--- config.mk ---
export PLATFORM = sky130hd
export DESIGN_NAME = iwd_top
export DESIGN_NICKNAME = d
export VERILOG_FILES = /design/src/design/iwd_pkg.sv /design/src/design/iwd_top.sv /design/src/design/iwd_div_core.sv
export SDC_FILE = /design/constraint.sdc
export NUM_CORES = 1
export LEC_CHECK = 0
export BUFFER_PORTS_ARGS = -buffer_cell sky130_fd_sc_hd__buf_2
export CAP_MARGIN = 20
export CORE_MARGIN = 2
export CORE_UTILIZATION = 55
export CTS_BUF_LIST = sky130_fd_sc_hd__clkbuf_8 sky130_fd_sc_hd__clkbuf_16
export DETAILED_ROUTE_END_ITERATION = 10
export HOLD_SLACK_MARGIN = 0.02
export PLACE_DENSITY_LB_ADDON = 0.3
export SYNTH_ARGS = -nofsm -noshare
export SYNTH_HDL_FRONTEND = slang
export SYNTH_SLANG_ARGS = --single-unit
--- constraint.sdc ---
create_clock -name clk -period 3.8 [get_ports clk]
set_input_delay 0.57 -clock clk [delete_from_list [all_inputs] [get_ports clk]]
set_output_delay 0.57 -clock clk [all_outputs]
set_load 0.005 [all_outputs]
--- src/design/iwd_pkg.sv ---
// constants and types shared by the word divider files
`default_nettype none
package iwd_pkg;
  // ----------------------------------------------------------------
  // widths and timing
  // ----------------------------------------------------------------
  localparam int unsigned IWD_WORD_W = 32;
  localparam int unsigned IWD_DWORD_W = 64;
  localparam int unsigned IWD_DIV_STEPS = 32;
  // accept cycle, one cycle per quotient bit, one write-back cycle
  localparam int unsigned IWD_DIV_LATENCY = IWD_DIV_STEPS + 2;
  localparam int unsigned IWD_SIGN_BIT = 31;
  localparam int unsigned IWD_CHECK_LO = 31;
  localparam int unsigned IWD_CHECK_HI = 63;

  // ----------------------------------------------------------------
  // result values
  // ----------------------------------------------------------------
  localparam logic [63:0] IWD_RESULT_RST = 64'h0000000000000000;
  localparam logic [63:0] IWD_ZERO_DIV_QUO = 64'hFFFFFFFFFFFFFFFF;
  localparam logic [63:0] IWD_ZERO_DIV_REM = 64'h0000000000000000;
  localparam logic [31:0] IWD_WORD_ZERO = 32'h00000000;

  // ----------------------------------------------------------------
  // sequencer states
  // ----------------------------------------------------------------
  typedef enum logic [0:0] {
    IWD_ST_IDLE = 1'b0,
    IWD_ST_RUN = 1'b1
  } iwd_state_t;
endpackage
`default_nettype wire

--- src/design/iwd_top.sv ---
// word divide unit with quotient and remainder result registers
`timescale 1ns/100ps
`default_nettype none
module iwd_top
  import iwd_pkg::*;
(
  input wire logic clk,
  input wire logic rst_n,
  input wire logic div_valid,
  input wire logic div_signed,
  input wire logic [63:0] dividend_operand,
  input wire logic [63:0] divisor_operand,
  output logic div_ready,
  input wire logic read_quotient_move,
  input wire logic read_remainder_move,
  output logic read_stall,
  output logic read_valid,
  output logic [63:0] read_data,
  output logic [63:0] quotient_result_register,
  output logic [63:0] remainder_result_register,
  output logic improper_word_check,
  output logic arith_exception
);
  typedef struct packed {
    iwd_state_t st;
    logic neg_q;
    logic neg_r;
    logic zero_div;
    logic improper;
    logic [63:0] quo;
    logic [63:0] rem;
    logic [63:0] rd_data;
    logic rd_valid;
  } iwd_top_t;

  iwd_top_t s_q;
  iwd_top_t s_d;
  logic accept;
  logic rd_req;
  logic rd_grant;
  logic core_done;
  logic [31:0] core_quo;
  logic [31:0] core_rem;
  logic [31:0] mag_a;
  logic [31:0] mag_b;

  // ----------------------------------------------------------------
  // helpers
  // ----------------------------------------------------------------
  function automatic logic [31:0] cond_neg(input logic [31:0] x, input logic n);
    cond_neg = n ? (32'h00000000 - x) : x;
  endfunction

  function automatic logic [63:0] sext(input logic [31:0] x);
    sext = {{32{x[IWD_SIGN_BIT]}}, x};
  endfunction

  function automatic logic bad_word(input logic [63:0] x);
    bad_word = !((&x[IWD_CHECK_HI:IWD_CHECK_LO]) || !(|x[IWD_CHECK_HI:IWD_CHECK_LO]));
  endfunction

  // ----------------------------------------------------------------
  // handshakes
  // ----------------------------------------------------------------
  // one divide in flight keeps the stall rule trivial
  assign div_ready = (s_q.st == IWD_ST_IDLE);
  assign accept = div_valid && div_ready;
  assign rd_req = read_quotient_move || read_remainder_move;
  assign read_stall = rd_req && (s_q.st != IWD_ST_IDLE);
  assign rd_grant = rd_req && !read_stall;

  // magnitudes feed the unsigned core; unsigned mode passes bits as is
  assign mag_a = cond_neg(dividend_operand[31:0], div_signed && dividend_operand[31]);
  assign mag_b = cond_neg(divisor_operand[31:0], div_signed && divisor_operand[31]);

  iwd_div_core #(
    .W(IWD_WORD_W)
  ) u_core (
    .clk(clk),
    .rst_n(rst_n),
    .start(accept),
    .dividend(mag_a),
    .divisor(mag_b),
    .done(core_done),
    .quotient(core_quo),
    .remainder(core_rem)
  );

  // ----------------------------------------------------------------
  // sequencer and result registers
  // ----------------------------------------------------------------
  always_comb
  begin
    s_d = s_q;
    s_d.rd_valid = 1'b0;
    // read samples the old value before any later write-back
    if (rd_grant)
    begin
      s_d.rd_data = read_quotient_move ? s_q.quo : s_q.rem;
      s_d.rd_valid = 1'b1;
    end
    case (s_q.st)
      IWD_ST_IDLE:
      begin
        if (accept)
        begin
          s_d.st = IWD_ST_RUN;
          s_d.neg_q = div_signed && (dividend_operand[31] ^ divisor_operand[31]);
          s_d.neg_r = div_signed && dividend_operand[31];
          s_d.zero_div = (divisor_operand[31:0] == IWD_WORD_ZERO);
          s_d.improper = bad_word(dividend_operand) || bad_word(divisor_operand);
        end
      end
      IWD_ST_RUN:
      begin
        if (core_done)
        begin
          s_d.st = IWD_ST_IDLE;
          if (s_q.zero_div)
          begin
            s_d.quo = IWD_ZERO_DIV_QUO;
            s_d.rem = IWD_ZERO_DIV_REM;
          end
          else
          begin
            s_d.quo = sext(cond_neg(core_quo, s_q.neg_q));
            s_d.rem = sext(cond_neg(core_rem, s_q.neg_r));
          end
        end
      end
      default:
      begin
        s_d.st = IWD_ST_IDLE;
      end
    endcase
  end

  always_ff @(posedge clk)
  begin
    if (!rst_n)
    begin
      s_q.st <= IWD_ST_IDLE;
      s_q.neg_q <= 1'b0;
      s_q.neg_r <= 1'b0;
      s_q.zero_div <= 1'b0;
      s_q.improper <= 1'b0;
      s_q.quo <= IWD_RESULT_RST;
      s_q.rem <= IWD_RESULT_RST;
      s_q.rd_data <= IWD_RESULT_RST;
      s_q.rd_valid <= 1'b0;
    end
    else
    begin
      s_q <= s_d;
    end
  end

  assign quotient_result_register = s_q.quo;
  assign remainder_result_register = s_q.rem;
  assign read_data = s_q.rd_data;
  assign read_valid = s_q.rd_valid;
  assign improper_word_check = s_q.improper;
  // overflow and zero divisor are software's to check
  assign arith_exception = 1'b0;

  // ----------------------------------------------------------------
  // checks
  // ----------------------------------------------------------------
  logic [31:0] h_a;
  logic [31:0] h_b;
  logic h_s;
  logic [5:0] h_run_cnt;

  // cycles spent running; a long divide is checked on a counter, not unrolled
  always_ff @(posedge clk)
  begin
    if (!rst_n)
      h_run_cnt <= 6'h00;
    else if (s_q.st == IWD_ST_RUN)
      h_run_cnt <= h_run_cnt + 6'h01;
    else
      h_run_cnt <= 6'h00;
  end

  always_ff @(posedge clk)
  begin
    if (!rst_n)
    begin
      h_a <= IWD_WORD_ZERO;
      h_b <= IWD_WORD_ZERO;
      h_s <= 1'b0;
    end
    else if (accept)
    begin
      h_a <= dividend_operand[31:0];
      h_b <= divisor_operand[31:0];
      h_s <= div_signed;
    end
  end

  function automatic logic [63:0] ref_q(input logic [31:0] a, input logic [31:0] b,
                                       input logic s);
    ref_q = s ? sext(32'($signed(a) / $signed(b))) : sext(a / b);
  endfunction

  function automatic logic [63:0] ref_r(input logic [31:0] a, input logic [31:0] b,
                                       input logic s);
    ref_r = s ? sext(32'($signed(a) % $signed(b))) : sext(a % b);
  endfunction

  logic h_ok;
  assign h_ok = (h_b != IWD_WORD_ZERO) && !(h_s && (h_a == 32'h80000000) && (&h_b));
endmodule
`default_nettype wire

--- src/design/iwd_div_core.sv ---
// unsigned restoring divider, one quotient bit per clock
`timescale 1ns/100ps
`default_nettype none
module iwd_div_core
  import iwd_pkg::*;
#(
  parameter int unsigned W = 32
)
(
  input wire logic clk,
  input wire logic rst_n,
  input wire logic start,
  input wire logic [W-1:0] dividend,
  input wire logic [W-1:0] divisor,
  output logic done,
  output logic [W-1:0] quotient,
  output logic [W-1:0] remainder
);
  localparam int unsigned CW = $clog2(W) + 1;
  localparam logic [CW-1:0] CNT_LOAD = CW'(W);
  localparam logic [CW-1:0] CNT_LAST = CW'(1);

  typedef struct packed {
    logic busy;
    logic done;
    logic [CW-1:0] cnt;
    logic [W-1:0] quo;
    logic [W-1:0] rem;
    logic [W-1:0] dvs;
  } iwd_core_t;

  iwd_core_t s_q;
  iwd_core_t s_d;

  // ----------------------------------------------------------------
  // step logic
  // ----------------------------------------------------------------
  always_comb
  begin
    logic [W:0] shifted;
    logic [W:0] diff;
    shifted = {s_q.rem, s_q.quo[W-1]};
    diff = shifted - {1'b0, s_q.dvs};
    s_d = s_q;
    s_d.done = 1'b0;
    if (start)
    begin
      s_d.busy = 1'b1;
      s_d.cnt = CNT_LOAD;
      s_d.quo = dividend;
      s_d.rem = '0;
      s_d.dvs = divisor;
    end
    else if (s_q.busy)
    begin
      // a zero divisor still steps through every bit, never a hang
      if (!diff[W])
      begin
        s_d.rem = diff[W-1:0];
        s_d.quo = {s_q.quo[W-2:0], 1'b1};
      end
      else
      begin
        s_d.rem = shifted[W-1:0];
        s_d.quo = {s_q.quo[W-2:0], 1'b0};
      end
      s_d.cnt = s_q.cnt - CNT_LAST;
      if (s_q.cnt == CNT_LAST)
      begin
        s_d.busy = 1'b0;
        s_d.done = 1'b1;
      end
    end
  end

  always_ff @(posedge clk)
  begin
    if (!rst_n)
      s_q <= '0;
    else
      s_q <= s_d;
  end

  assign done = s_q.done;
  assign quotient = s_q.quo;
  assign remainder = s_q.rem;
endmodule
`default_nettype wire

==> flow_metrics.py, run 1 <==
metrics = {
    "outcome": {
        "run_status": "completed",
    },
    "timing": {
        "final.setup.tns_ps": 0,
        "setup_violations": 0,
        "worst_pin_slew_ps": 1080,
        "final.min_clock_period_ps": 3540,
        "period_share": 0.933,
        "grt_setup_unrepaired": "false",
        "hold_viol": 0,
        "clock_skew_ps": 11.9,
        "max-slew-margin-rel": 0.278,
        "fmax_mhz": 282,
        "finalMaxSlewViolations": 0,
    },
    "die": {
        "placementRows": 58,
        "die_w_microns": 164,
        "coreArea_sq_um": 25200,
        "start_util": 0.559,
        "die_area_sq_um": 26900,
        "die_h_microns": 164,
        "io_pins": 331,
    },
    "detailed_routing": {
        "routed_wl_microns": 39300,
        "dr.pass1.iters": 5,
        "via_per_inst": 5.84,
        "avgRoutedWirePerCell_microns": 18.1,
        "drt_iter0_drc": 1031,
        "post-route-drc-count": 0,
        "vias": 12700,
        "ant_nets": 0,
    },
    "logic_synthesis": {
        "syn-instance-count": 1722,
        "synth_top_area_frac": 0.293,
        "yosysSeqAreaShare": 0.293,
        "synth_top_area_cell": "dfxtp_1",
        "syn_nets": 1895,
        "ys_warn_count": 0,
        "synth_area_sq_um": 14100,
        "ys_async_sr_fraction": 0,
        "synth.top_cells.by_count": "dfxtp_1 (206), buf_4 (193), nand2_1 (192)",
        "ys_types": 69,
        "synth_area_leaders": "dfxtp_1 (29%), buf_4 (10%), mux2i_1 (6.3%), nand2_1 (5.1%), xor2_1 (5.1%)",
        "avgSynthCellArea_sq_um": 8.17,
        "post-synth-top-count-cell": "dfxtp_1",
        "ys_ff_latch": 206,
        "synth-main-ff-cell": "dfxtp_1",
        "synth-edff-count": 0,
    },
    "run": {
        "timing.max_cap.violations": 0,
    },
    "place": {
        "dp_cells": 2128,
        "hpwl_microns": 29900,
        "globalplace.congestion": 0.945,
        "io_buffers": 329,
    },
    "global_routing": {
        "antenna_found_initial": 1,
        "grt_pass1_wl_microns": 60300,
        "grt_pass1_vias": 11400,
        "grt_overflow": 0,
        "grtUsageTotal": 0.280,
        "grt_max_degree": 80,
    },
    "clock_tree": {
        "numCtsBuffers": 23,
        "htreeDepth": 1,
        "postCtsHoldBufs": 0,
        "cts_max_path_buffers": 3,
        "cts_tree": "yes",
        "clock_sinks": 206,
        "ctsRootBufferMaster": "clkbuf_16",
        "clk_pin_slew_ps": 60,
        "worstSkewPairLatency_ps": 530,
    },
    "pwr": {
        "ir_drop_uv": 283,
        "p_per_area_nw_per_um2": 433,
        "leakage_nw": 7.67,
    },
    "worst_setup_path": {
        "critPathMaxStageDelay_ps": 590,
        "cp_slowest_cell": "or4_4",
        "path_max_fanout": 7,
        "critPathRequiredTime_ps": 4220,
        "crit_type": "reg2reg",
        "crit_chain": "inv_1, ha_1, fa_1, nand2b_1, a21oi_1, o21ai_0, a31oi_2, a211oi_1, or4_4, and3_1, or4_1, o311ai_0",
        "cp.arrival_ps": 3970,
        "worstSetupStartpointType": "register",
        "cp-end-kind": "register",
    },
    "layout": {
        "nFillCells": 2243,
        "drive_above_1_share": 0.233,
        "area_delta_synth_final_pct": 10.1,
        "nNetsFinal": 1998,
        "instances_no_fill": 2173,
    },
    "min_path": {
        "hp-class": "in2reg",
    },
}
[logic make-up after synthesis]
group	count (synthesis)	synth area share
simple gates	451	0.156
flops	206	0.293
fa+ha+maj	39	0.0352
mux	89	0.0633
compound gates	453	0.222
buf+inv	346	0.144
other cells	1	0.000266
xor+xnor	137	0.0853
[final cells by class]
cell class | count | area, sq um | area share
antenna | 1 | 2.50 | 0.000162
clock buffer | 32 | 699 | 0.0451
clock inverter | 10 | 141 | 0.00913
inverter | 60 | 225 | 0.0145
multi-input combinational | 1170 | 7940 | 0.513
sequential | 206 | 4130 | 0.266
tap | 330 | 413 | 0.0267
timing repair buffer | 364 | 1940 | 0.125
[flip-flops by register name, indices dropped and copies added, names as in the netlist]
name and flops:
remainder_result_register 32, improper_word_check 1, u_core.s_q 39, u_core.quotient 32
u_core.done 1, read_data 32, quotient_result_register 32, u_core.remainder 32
read_valid 1, s_q 4
[report_power, final]
| group | switching [mW] | internal [mW] |
|---|---|---|
| Clock | 0.946 | 1.49 |
| Combinational | 1.03 | 0.803 |
| Sequential | 0.154 | 2.28 |
[worst max-delay path: cells and delay by family (launching register included)]
| family | cells | cell delay (ps) |
|---|---|---|
| buffers and inverters | 1 | 50 |
| and+or+nand+nor | 4 | 1460 |
| AOI/OAI and AO/OA | 5 | 980 |
| DFF | 1 | 330 |
| adders and majority gates | 2 | 620 |
[cell usage in the layout (no fill, tap or decap), types with 16 or more instances in the layout]
master | netlist | routed
a21oi_1 | 96 | 96
buf_2 | 3 | 328
buf_4 | 193 | 34
clkbuf_16 | 0 | 24
dfxtp_1 | 206 | 205
ha_1 | 38 | 38
inv_1 | 60 | 63
mux2i_1 | 89 | 89
nand2_1 | 192 | 191
nand3_1 | 21 | 20
nand4_1 | 29 | 29
nor2_1 | 58 | 57
nor3_1 | 36 | 36
nor4_1 | 29 | 29
o211a_1 | 70 | 70
o21ai_0 | 130 | 130
o31ai_1 | 23 | 23
o41ai_1 | 16 | 16
or3_1 | 17 | 17
xnor2_1 | 55 | 55
xor2_1 | 82 | 82
[repair_timing]
item | 4_1_cts | 5_1_grt
resized for setup | 0 | 2
setup endpoints to repair | 0 | 26
buffers inserted | 0 | 1
[final timing paths]
path / endpoint / slack (ps) / depth (start not counted) / from
worst max-delay path: u_core.remainder[0] / 260 / 12 / u_core.quotient[31]
worst min-delay path: s_q[197] / 340 / 2 / div_valid
worst max register to register: u_core.remainder[0] / 260 / 12 / u_core.quotient[31]
worst min register to register: remainder_result_register[27] / 470 / 2 / remainder_result_register[27]
[through the flow]
step	total power [mW]	worst slack (ps)	hold slack, ps	instance area (sq um)	utilization
CTS	6.65	231	346	15500	0.614
finish	6.70	255	337	15500	0.615
detailed placement	4.24	254	459	14600	0.580
floorplan	3.75	529	438	14100	-
global placement	4.20	383	458	14600	0.580
global route	7.00	6.95	346	15500	0.615
[per-layer routing]
metal / global-route usage / vias to the layer above / wire, microns
met5: 0 / - / 0
met3: 0.0452 / 79 / 2650
li1: - / 6184 / -
met1: 0.359 / 5903 / 17000
met2: 0.478 / 515 / 18300
met4: 0.0985 / 0 / 1300
(Power assumes the default switching activity.)
==> run 2: changes to the inputs <==
==> constraint.sdc (replaced) <==
create_clock -name clk -period 3.8 [get_ports clk]
set_input_delay 0.19 -clock clk [delete_from_list [all_inputs] [get_ports clk]]
set_output_delay 0.19 -clock clk [all_outputs]
set_load 0.005 [all_outputs]
==> run 2 against run 1 <==
Effect of this change: routed wire length is 1.7% lower; maximum frequency is 0.72% lower; critical path depth stayed put; worst hold slack worse by 300 ps; die area stayed put; design area hardly changed; non-clock buffer count stayed put; critical endpoint is now u_core.remainder[31]; sequential cell count stayed put; clock skew is 10 ps higher; via count is 0.13% lower.
==> flow_metrics.py, run 2 (synthesis results as in run 1) <==
metrics = {
    "layout": {
        "multi_input_area_sq_um": 7940,
        "seqCellArea_sq_um": 4130,
        "layout_commonest_cell": "buf_2",
        "final_cell_mix": "buf_2 (328), dfxtp_1 (205), nand2_1 (191)",
        "max_flop_register": "u_core.s_q",
        "area_delta_synth_final_pct": 10.2,
        "nNetsFinal": 1999,
        "drive_above_1_share": 0.230,
        "antenna_cells": 0,
        "nFillCells": 2250,
        "instances_no_fill": 2173,
        "largest_register_ffs": 39,
    },
    "worst_setup_path": {
        "crit_family": "compound AO/OA/AOI/OAI gates",
        "crit_cells": 12,
        "ff2ff_path_depth": 12,
        "cp.arrival_ps": 3960,
        "cp_slowest_cell": "or4_4",
        "cp-end-kind": "register",
        "r2r_start": "u_core.quotient[31]",
        "critPathRequiredTime_ps": 4190,
        "crit_type": "reg2reg",
        "worstSetupStartpointType": "register",
        "path_buf_inv": 1,
        "worstReg2RegEnd": "u_core.remainder[31]",
        "crit_chain": "inv_1, ha_1, fa_1, nand2b_1, a21oi_1, o21ai_0, a31oi_2, a211oi_1, or4_4, and3_1, a2111oi_1, nor3_1",
        "cp-endpoint": "u_core.remainder[31]",
        "path_max_fanout": 9,
        "cp-startpoint": "u_core.quotient[31]",
        "critPathMaxStageDelay_ps": 590,
        "reg2reg_slack_ps": 230,
    },
    "die": {
        "placementRows": 58,
        "die_w_microns": 164,
        "die_h_microns": 164,
        "die_area_sq_um": 26900,
        "start_util": 0.559,
        "io_pins": 331,
        "coreArea_sq_um": 25200,
    },
    "timing": {
        "worst_pin_slew_ps": 948,
        "period_share": 0.940,
        "finalMaxSlewViolations": 0,
        "clock_skew_ps": 21.9,
        "hold_ws_ps": 33.1,
        "grt_setup_unrepaired": "false",
        "max-slew-margin-rel": 0.367,
        "fmax_mhz": 280,
        "hold_viol": 0,
        "setup_violations": 0,
        "final.min_clock_period_ps": 3570,
        "final.setup.tns_ps": 0,
    },
    "run": {
        "timing.max_cap.violations": 0,
    },
    "clock_tree": {
        "cts_setup_buffers": 0,
        "ctsRootBufferMaster": "clkbuf_16",
        "htreeDepth": 1,
        "clock_sinks": 206,
        "numCtsBuffers": 24,
        "worstSkewPairLatency_ps": 530,
        "cts_tree": "yes",
        "clk_pin_slew_ps": 60,
        "cts_max_path_buffers": 3,
    },
    "global_routing": {
        "grt.met3_usage": 0.0369,
        "grt_pass1_wl_microns": 58800,
        "antenna_found_initial": 1,
        "grtUsageTotal": 0.272,
        "use_met2": 0.475,
        "use_met1": 0.360,
        "grt_overflow": 0,
        "busiest_layer": "met2",
        "grt_pass1_vias": 11200,
        "grt_max_degree": 62,
    },
    "detailed_routing": {
        "avgRoutedWirePerCell_microns": 17.8,
        "via_per_inst": 5.83,
        "ant_nets": 0,
        "dr.pass1.iters": 6,
        "drt_iter0_drc": 974,
        "vias": 12700,
        "post-route-drc-count": 0,
        "routed_wl_microns": 38600,
    },
    "place": {
        "hpwl_microns": 29700,
        "io_buffers": 329,
        "globalplace.congestion": 0.908,
        "dp_cells": 2124,
    },
    "pwr": {
        "total_power_mw": 6.57,
        "leakage_nw": 7.66,
        "p_per_area_nw_per_um2": 424,
        "ir_drop_uv": 326,
    },
    "min_path": {
        "hp-class": "in2reg",
        "holdPathStages": 3,
    },
    "outcome": {
        "run_status": "completed",
    },
}
==> run 2: changes by cell type in the layout (fill, tap and decap cells not counted), sizes merged <==
cell	previous run	this run
diode	1	0
clkinv	1	4
clkbuf	33	31
bufinv	3	2
clkinvlp	2	1
dlygate4sd3	0	5
buf	363	359
inv	64	65
==> run 2: through the flow <==
stage / utilization / cell area [sq um] / worst slack, ps
after floorplan: - / 14100 / 529
after global placement: 0.578 / 14600 / 370
after detailed placement: 0.580 / 14600 / 289
after CTS: 0.614 / 15500 / 235
after global routing: 0.616 / 15500 / 21.9
final: 0.616 / 15500 / 230
==> run 2: repair_timing <==
item | 4_1_cts | 5_1_grt
setup endpoints to repair | 0 | 1
hold buffers | 5 | 0
resized for setup | 0 | 1
hold endpoints to repair | 5 | 0
==> run 2: power by group <==
group,switching [mW],internal (mW),leakage (nW)
combinational,1.00,0.778,5.56
clock,0.933,1.43,0.420
sequential,0.153,2.28,1.68
==> run 2: how the worst min path moves through the flow <==
stage	startpoint	to	slack, ps
CTS	dividend_operand[12]	u_core.quotient[12]	30
finish	dividend_operand[12]	u_core.quotient[12]	30
detailed placement	remainder_result_register[27]	remainder_result_register[27]	460
global placement	u_core.s_q[29]	u_core.s_q[29]	460
floorplan	div_valid	s_q[197]	310
global route	dividend_operand[17]	u_core.quotient[17]	60
==> run 2: routing by layer <==
| metal | vias up | wire (microns) | share of wire |
|---|---|---|---|
| li1 | 6183 | - | - |
| met2 | 512 | 18400 | 0.48 |
| met3 | 51 | 2570 | 0.067 |
| met5 | - | 0 | 0 |
| met4 | 0 | 680 | 0.018 |
| met1 | 5918 | 16900 | 0.44 |
==> run 2: worst reg2reg max path, stage by stage (launching register included) <==
cell       delay, ps
dfxtp_1          410
inv_1             70
ha_1             230
fa_1             400
nand2b_1         180
a21oi_1          190
o21ai_0          160
a31oi_2          210
a211oi_1         200
or4_4            590
and3_1           270
a2111oi_1        410
nor3_1           100
==> run 2: final cells by class <==
class                   instances  area share
flip-flops and latches        206       0.266
clock inverters                12     0.00807
well taps                     330      0.0266
multi-input cells            1170       0.512
clock buffers                  31      0.0450
repair buffers                364       0.128
inverters                      60      0.0145
==> run 3: changes to the inputs <==
Settings changed: CORE_MARGIN 2 to default, CTS_CLUSTER_SIZE from default to 8.
==> run 3 against run 2 <==
Effect of this change: power shrank 1.3%; register-to-register slack is essentially flat; global-route usage grew 1.1 points; sequential share of layout area is essentially flat; core utilization grew 0.21 points; highest routed layer unchanged.
==> flow_metrics.py, run 3 (synthesis results as in run 1) <==
metrics = {
    "timing": {
        "grt_setup_unrepaired": "false",
        "period_share": 0.941,
        "finalMaxSlewViolations": 0,
        "setup_slack_ps": 226,
        "fmax_mhz": 280,
        "worst_pin_slew_ps": 1060,
        "hold_viol": 0,
        "final.setup.tns_ps": 0,
        "max-slew-margin-rel": 0.296,
        "clock_skew_ps": 9.82,
        "final.min_clock_period_ps": 3570,
        "setup_violations": 0,
    },
    "min_path": {
        "worstHoldStart": "dividend_operand[12]",
        "holdPathStages": 3,
        "hp-class": "in2reg",
        "min_to": "u_core.quotient[12]",
    },
    "place": {
        "postPlaceCellArea_sq_um": 14600,
        "hpwl_microns": 29300,
        "globalplace.congestion": 0.958,
        "dp_cells": 2122,
        "pre_cts_ws_ps": 188,
        "io_buffers": 329,
    },
    "worst_setup_path": {
        "crit_family": "compound AO/OA/AOI/OAI gates",
        "cp-end-kind": "register",
        "critPathMaxStageDelay_ps": 580,
        "path_buf_inv": 2,
        "crit_type": "reg2reg",
        "crit_chain": "inv_1, ha_1, fa_1, nand2b_1, a21oi_1, o21ai_1, a31oi_2, a211oi_2, or4_4, nand3_1, buf_12, nor4_1, a311o_1",
        "reg2reg_slack_ps": 230,
        "crit_cells": 13,
        "cp_slowest_cell": "or4_4",
        "worstReg2RegEnd": "u_core.remainder[1]",
        "ff2ff_path_depth": 13,
        "r2r_start": "u_core.quotient[31]",
        "critPathRequiredTime_ps": 4230,
        "path_max_fanout": 31,
        "worstSetupStartpointType": "register",
        "cp.arrival_ps": 4000,
    },
    "pwr": {
        "p_switching_mw": 2.07,
        "ir_drop_uv": 320,
        "p_per_area_nw_per_um2": 418,
        "p_int_mw": 4.42,
        "p_seq_frac": 0.375,
        "leakage_nw": 7.65,
        "switching_share": 0.319,
        "pwr-share-clk": 0.350,
        "pwr-share-comb": 0.275,
    },
    "clock_tree": {
        "cts_setup_buffers": 0,
        "numCtsBuffers": 29,
        "cts_tree": "yes",
        "cts_max_path_buffers": 3,
        "clk_pin_slew_ps": 50,
        "htreeDepth": 1,
        "worstSkewPairLatency_ps": 550,
        "ctsRootBufferMaster": "clkbuf_16",
        "clock_sinks": 206,
    },
    "die": {
        "io_pins": 331,
        "die_w_microns": 162,
        "placementRows": 58,
        "coreArea_sq_um": 25100,
        "die_area_sq_um": 26200,
        "die_h_microns": 162,
        "start_util": 0.560,
    },
    "layout": {
        "area_delta_synth_final_pct": 10.2,
        "layout_commonest_cell": "buf_2",
        "final_cell_mix": "buf_2 (328), dfxtp_1 (204), nand2_1 (191)",
        "drive_above_1_share": 0.227,
        "largest_register_ffs": 39,
        "max_flop_register": "u_core.s_q",
        "nNetsFinal": 2011,
        "instances_no_fill": 2171,
        "fin_area_sq_um": 15500,
        "post-route-util": 0.618,
    },
    "detailed_routing": {
        "post-route-drc-count": 0,
        "ant_nets": 0,
        "vias": 12700,
        "routed_wl_microns": 38900,
        "drt_iter0_drc": 1096,
        "dr.pass1.iters": 6,
        "avgRoutedWirePerCell_microns": 17.9,
        "via_per_inst": 5.83,
    },
    "global_routing": {
        "grt_overflow": 0,
        "grt_pass1_vias": 11300,
        "grt_max_degree": 69,
        "grt_pass1_wl_microns": 59700,
        "grtUsageTotal": 0.284,
        "antenna_found_initial": 2,
    },
    "run": {
        "timing.max_cap.violations": 0,
    },
    "outcome": {
        "run_status": "completed",
    },
}
==> run 3: repair_timing <==
action                                  CTS  global route
hold buffers                             14             0
resized for setup                         0             4
endpoints found under the setup margin    0            12
hold endpoints to repair                 15             0
==> run 3: worst register-to-register path, cell delays in order (launching register included) <==
cell	delay, ps
dfxtp_2	370
inv_1	60
ha_1	220
fa_1	410
nand2b_1	190
a21oi_1	200
o21ai_1	130
a31oi_2	340
a211oi_2	160
or4_4	580
nand3_1	130
buf_12	240
nor4_1	90
a311o_1	330
==> run 3: how the worst max path moves through the flow <==
stage | to | from | slack (ps)
floorplan | u_core.remainder[0] | u_core.quotient[31] | 530
global placement | u_core.remainder[31] | u_core.quotient[31] | 330
detailed placement | u_core.remainder[31] | u_core.quotient[31] | 190
CTS | u_core.remainder[31] | u_core.quotient[31] | 170
global route | u_core.remainder[0] | u_core.quotient[31] | 30
finish | u_core.remainder[1] | u_core.quotient[31] | 230
==> run 3: through the flow <==
step                power (mW)  hold WS [ps]
floorplan                 3.75           314
global placement          4.17           462
detailed placement        4.20           465
CTS                       6.48          21.5
global route              6.78          41.9
finish                    6.49          34.2
==> run 3: routing by layer <==
layer | global-route usage | part of all wire | up-vias
li1 | - | - | 6194
met1 | 0.375 | 0.44 | 5904
met3 | 0.0375 | 0.064 | 58
met4 | 0.0759 | 0.021 | 0
met2 | 0.484 | 0.47 | 499
met5 | 0 | 0 | -
==> run 3: area by class of cell <==
class,count,area (sq um)
inverter,60,225
multi-input combinational,1170,7940
sequential,206,4130
antenna,2,5.00
timing repair buffer,371,2030
clock buffer,30,739
fill,2261,9600
tap,330,413
clock inverter,2,23.8
==> run 3: power groups by stage <==
stage | clock network, mW | registers, mW | logic, mW
floorplan | 0 | 2.41 | 1.33
global placement | 0 | 2.46 | 1.70
detailed placement | 0 | 2.47 | 1.73
CTS | 2.30 | 2.43 | 1.76
global route | 2.39 | 2.45 | 1.95
finish | 2.27 | 2.43 | 1.78
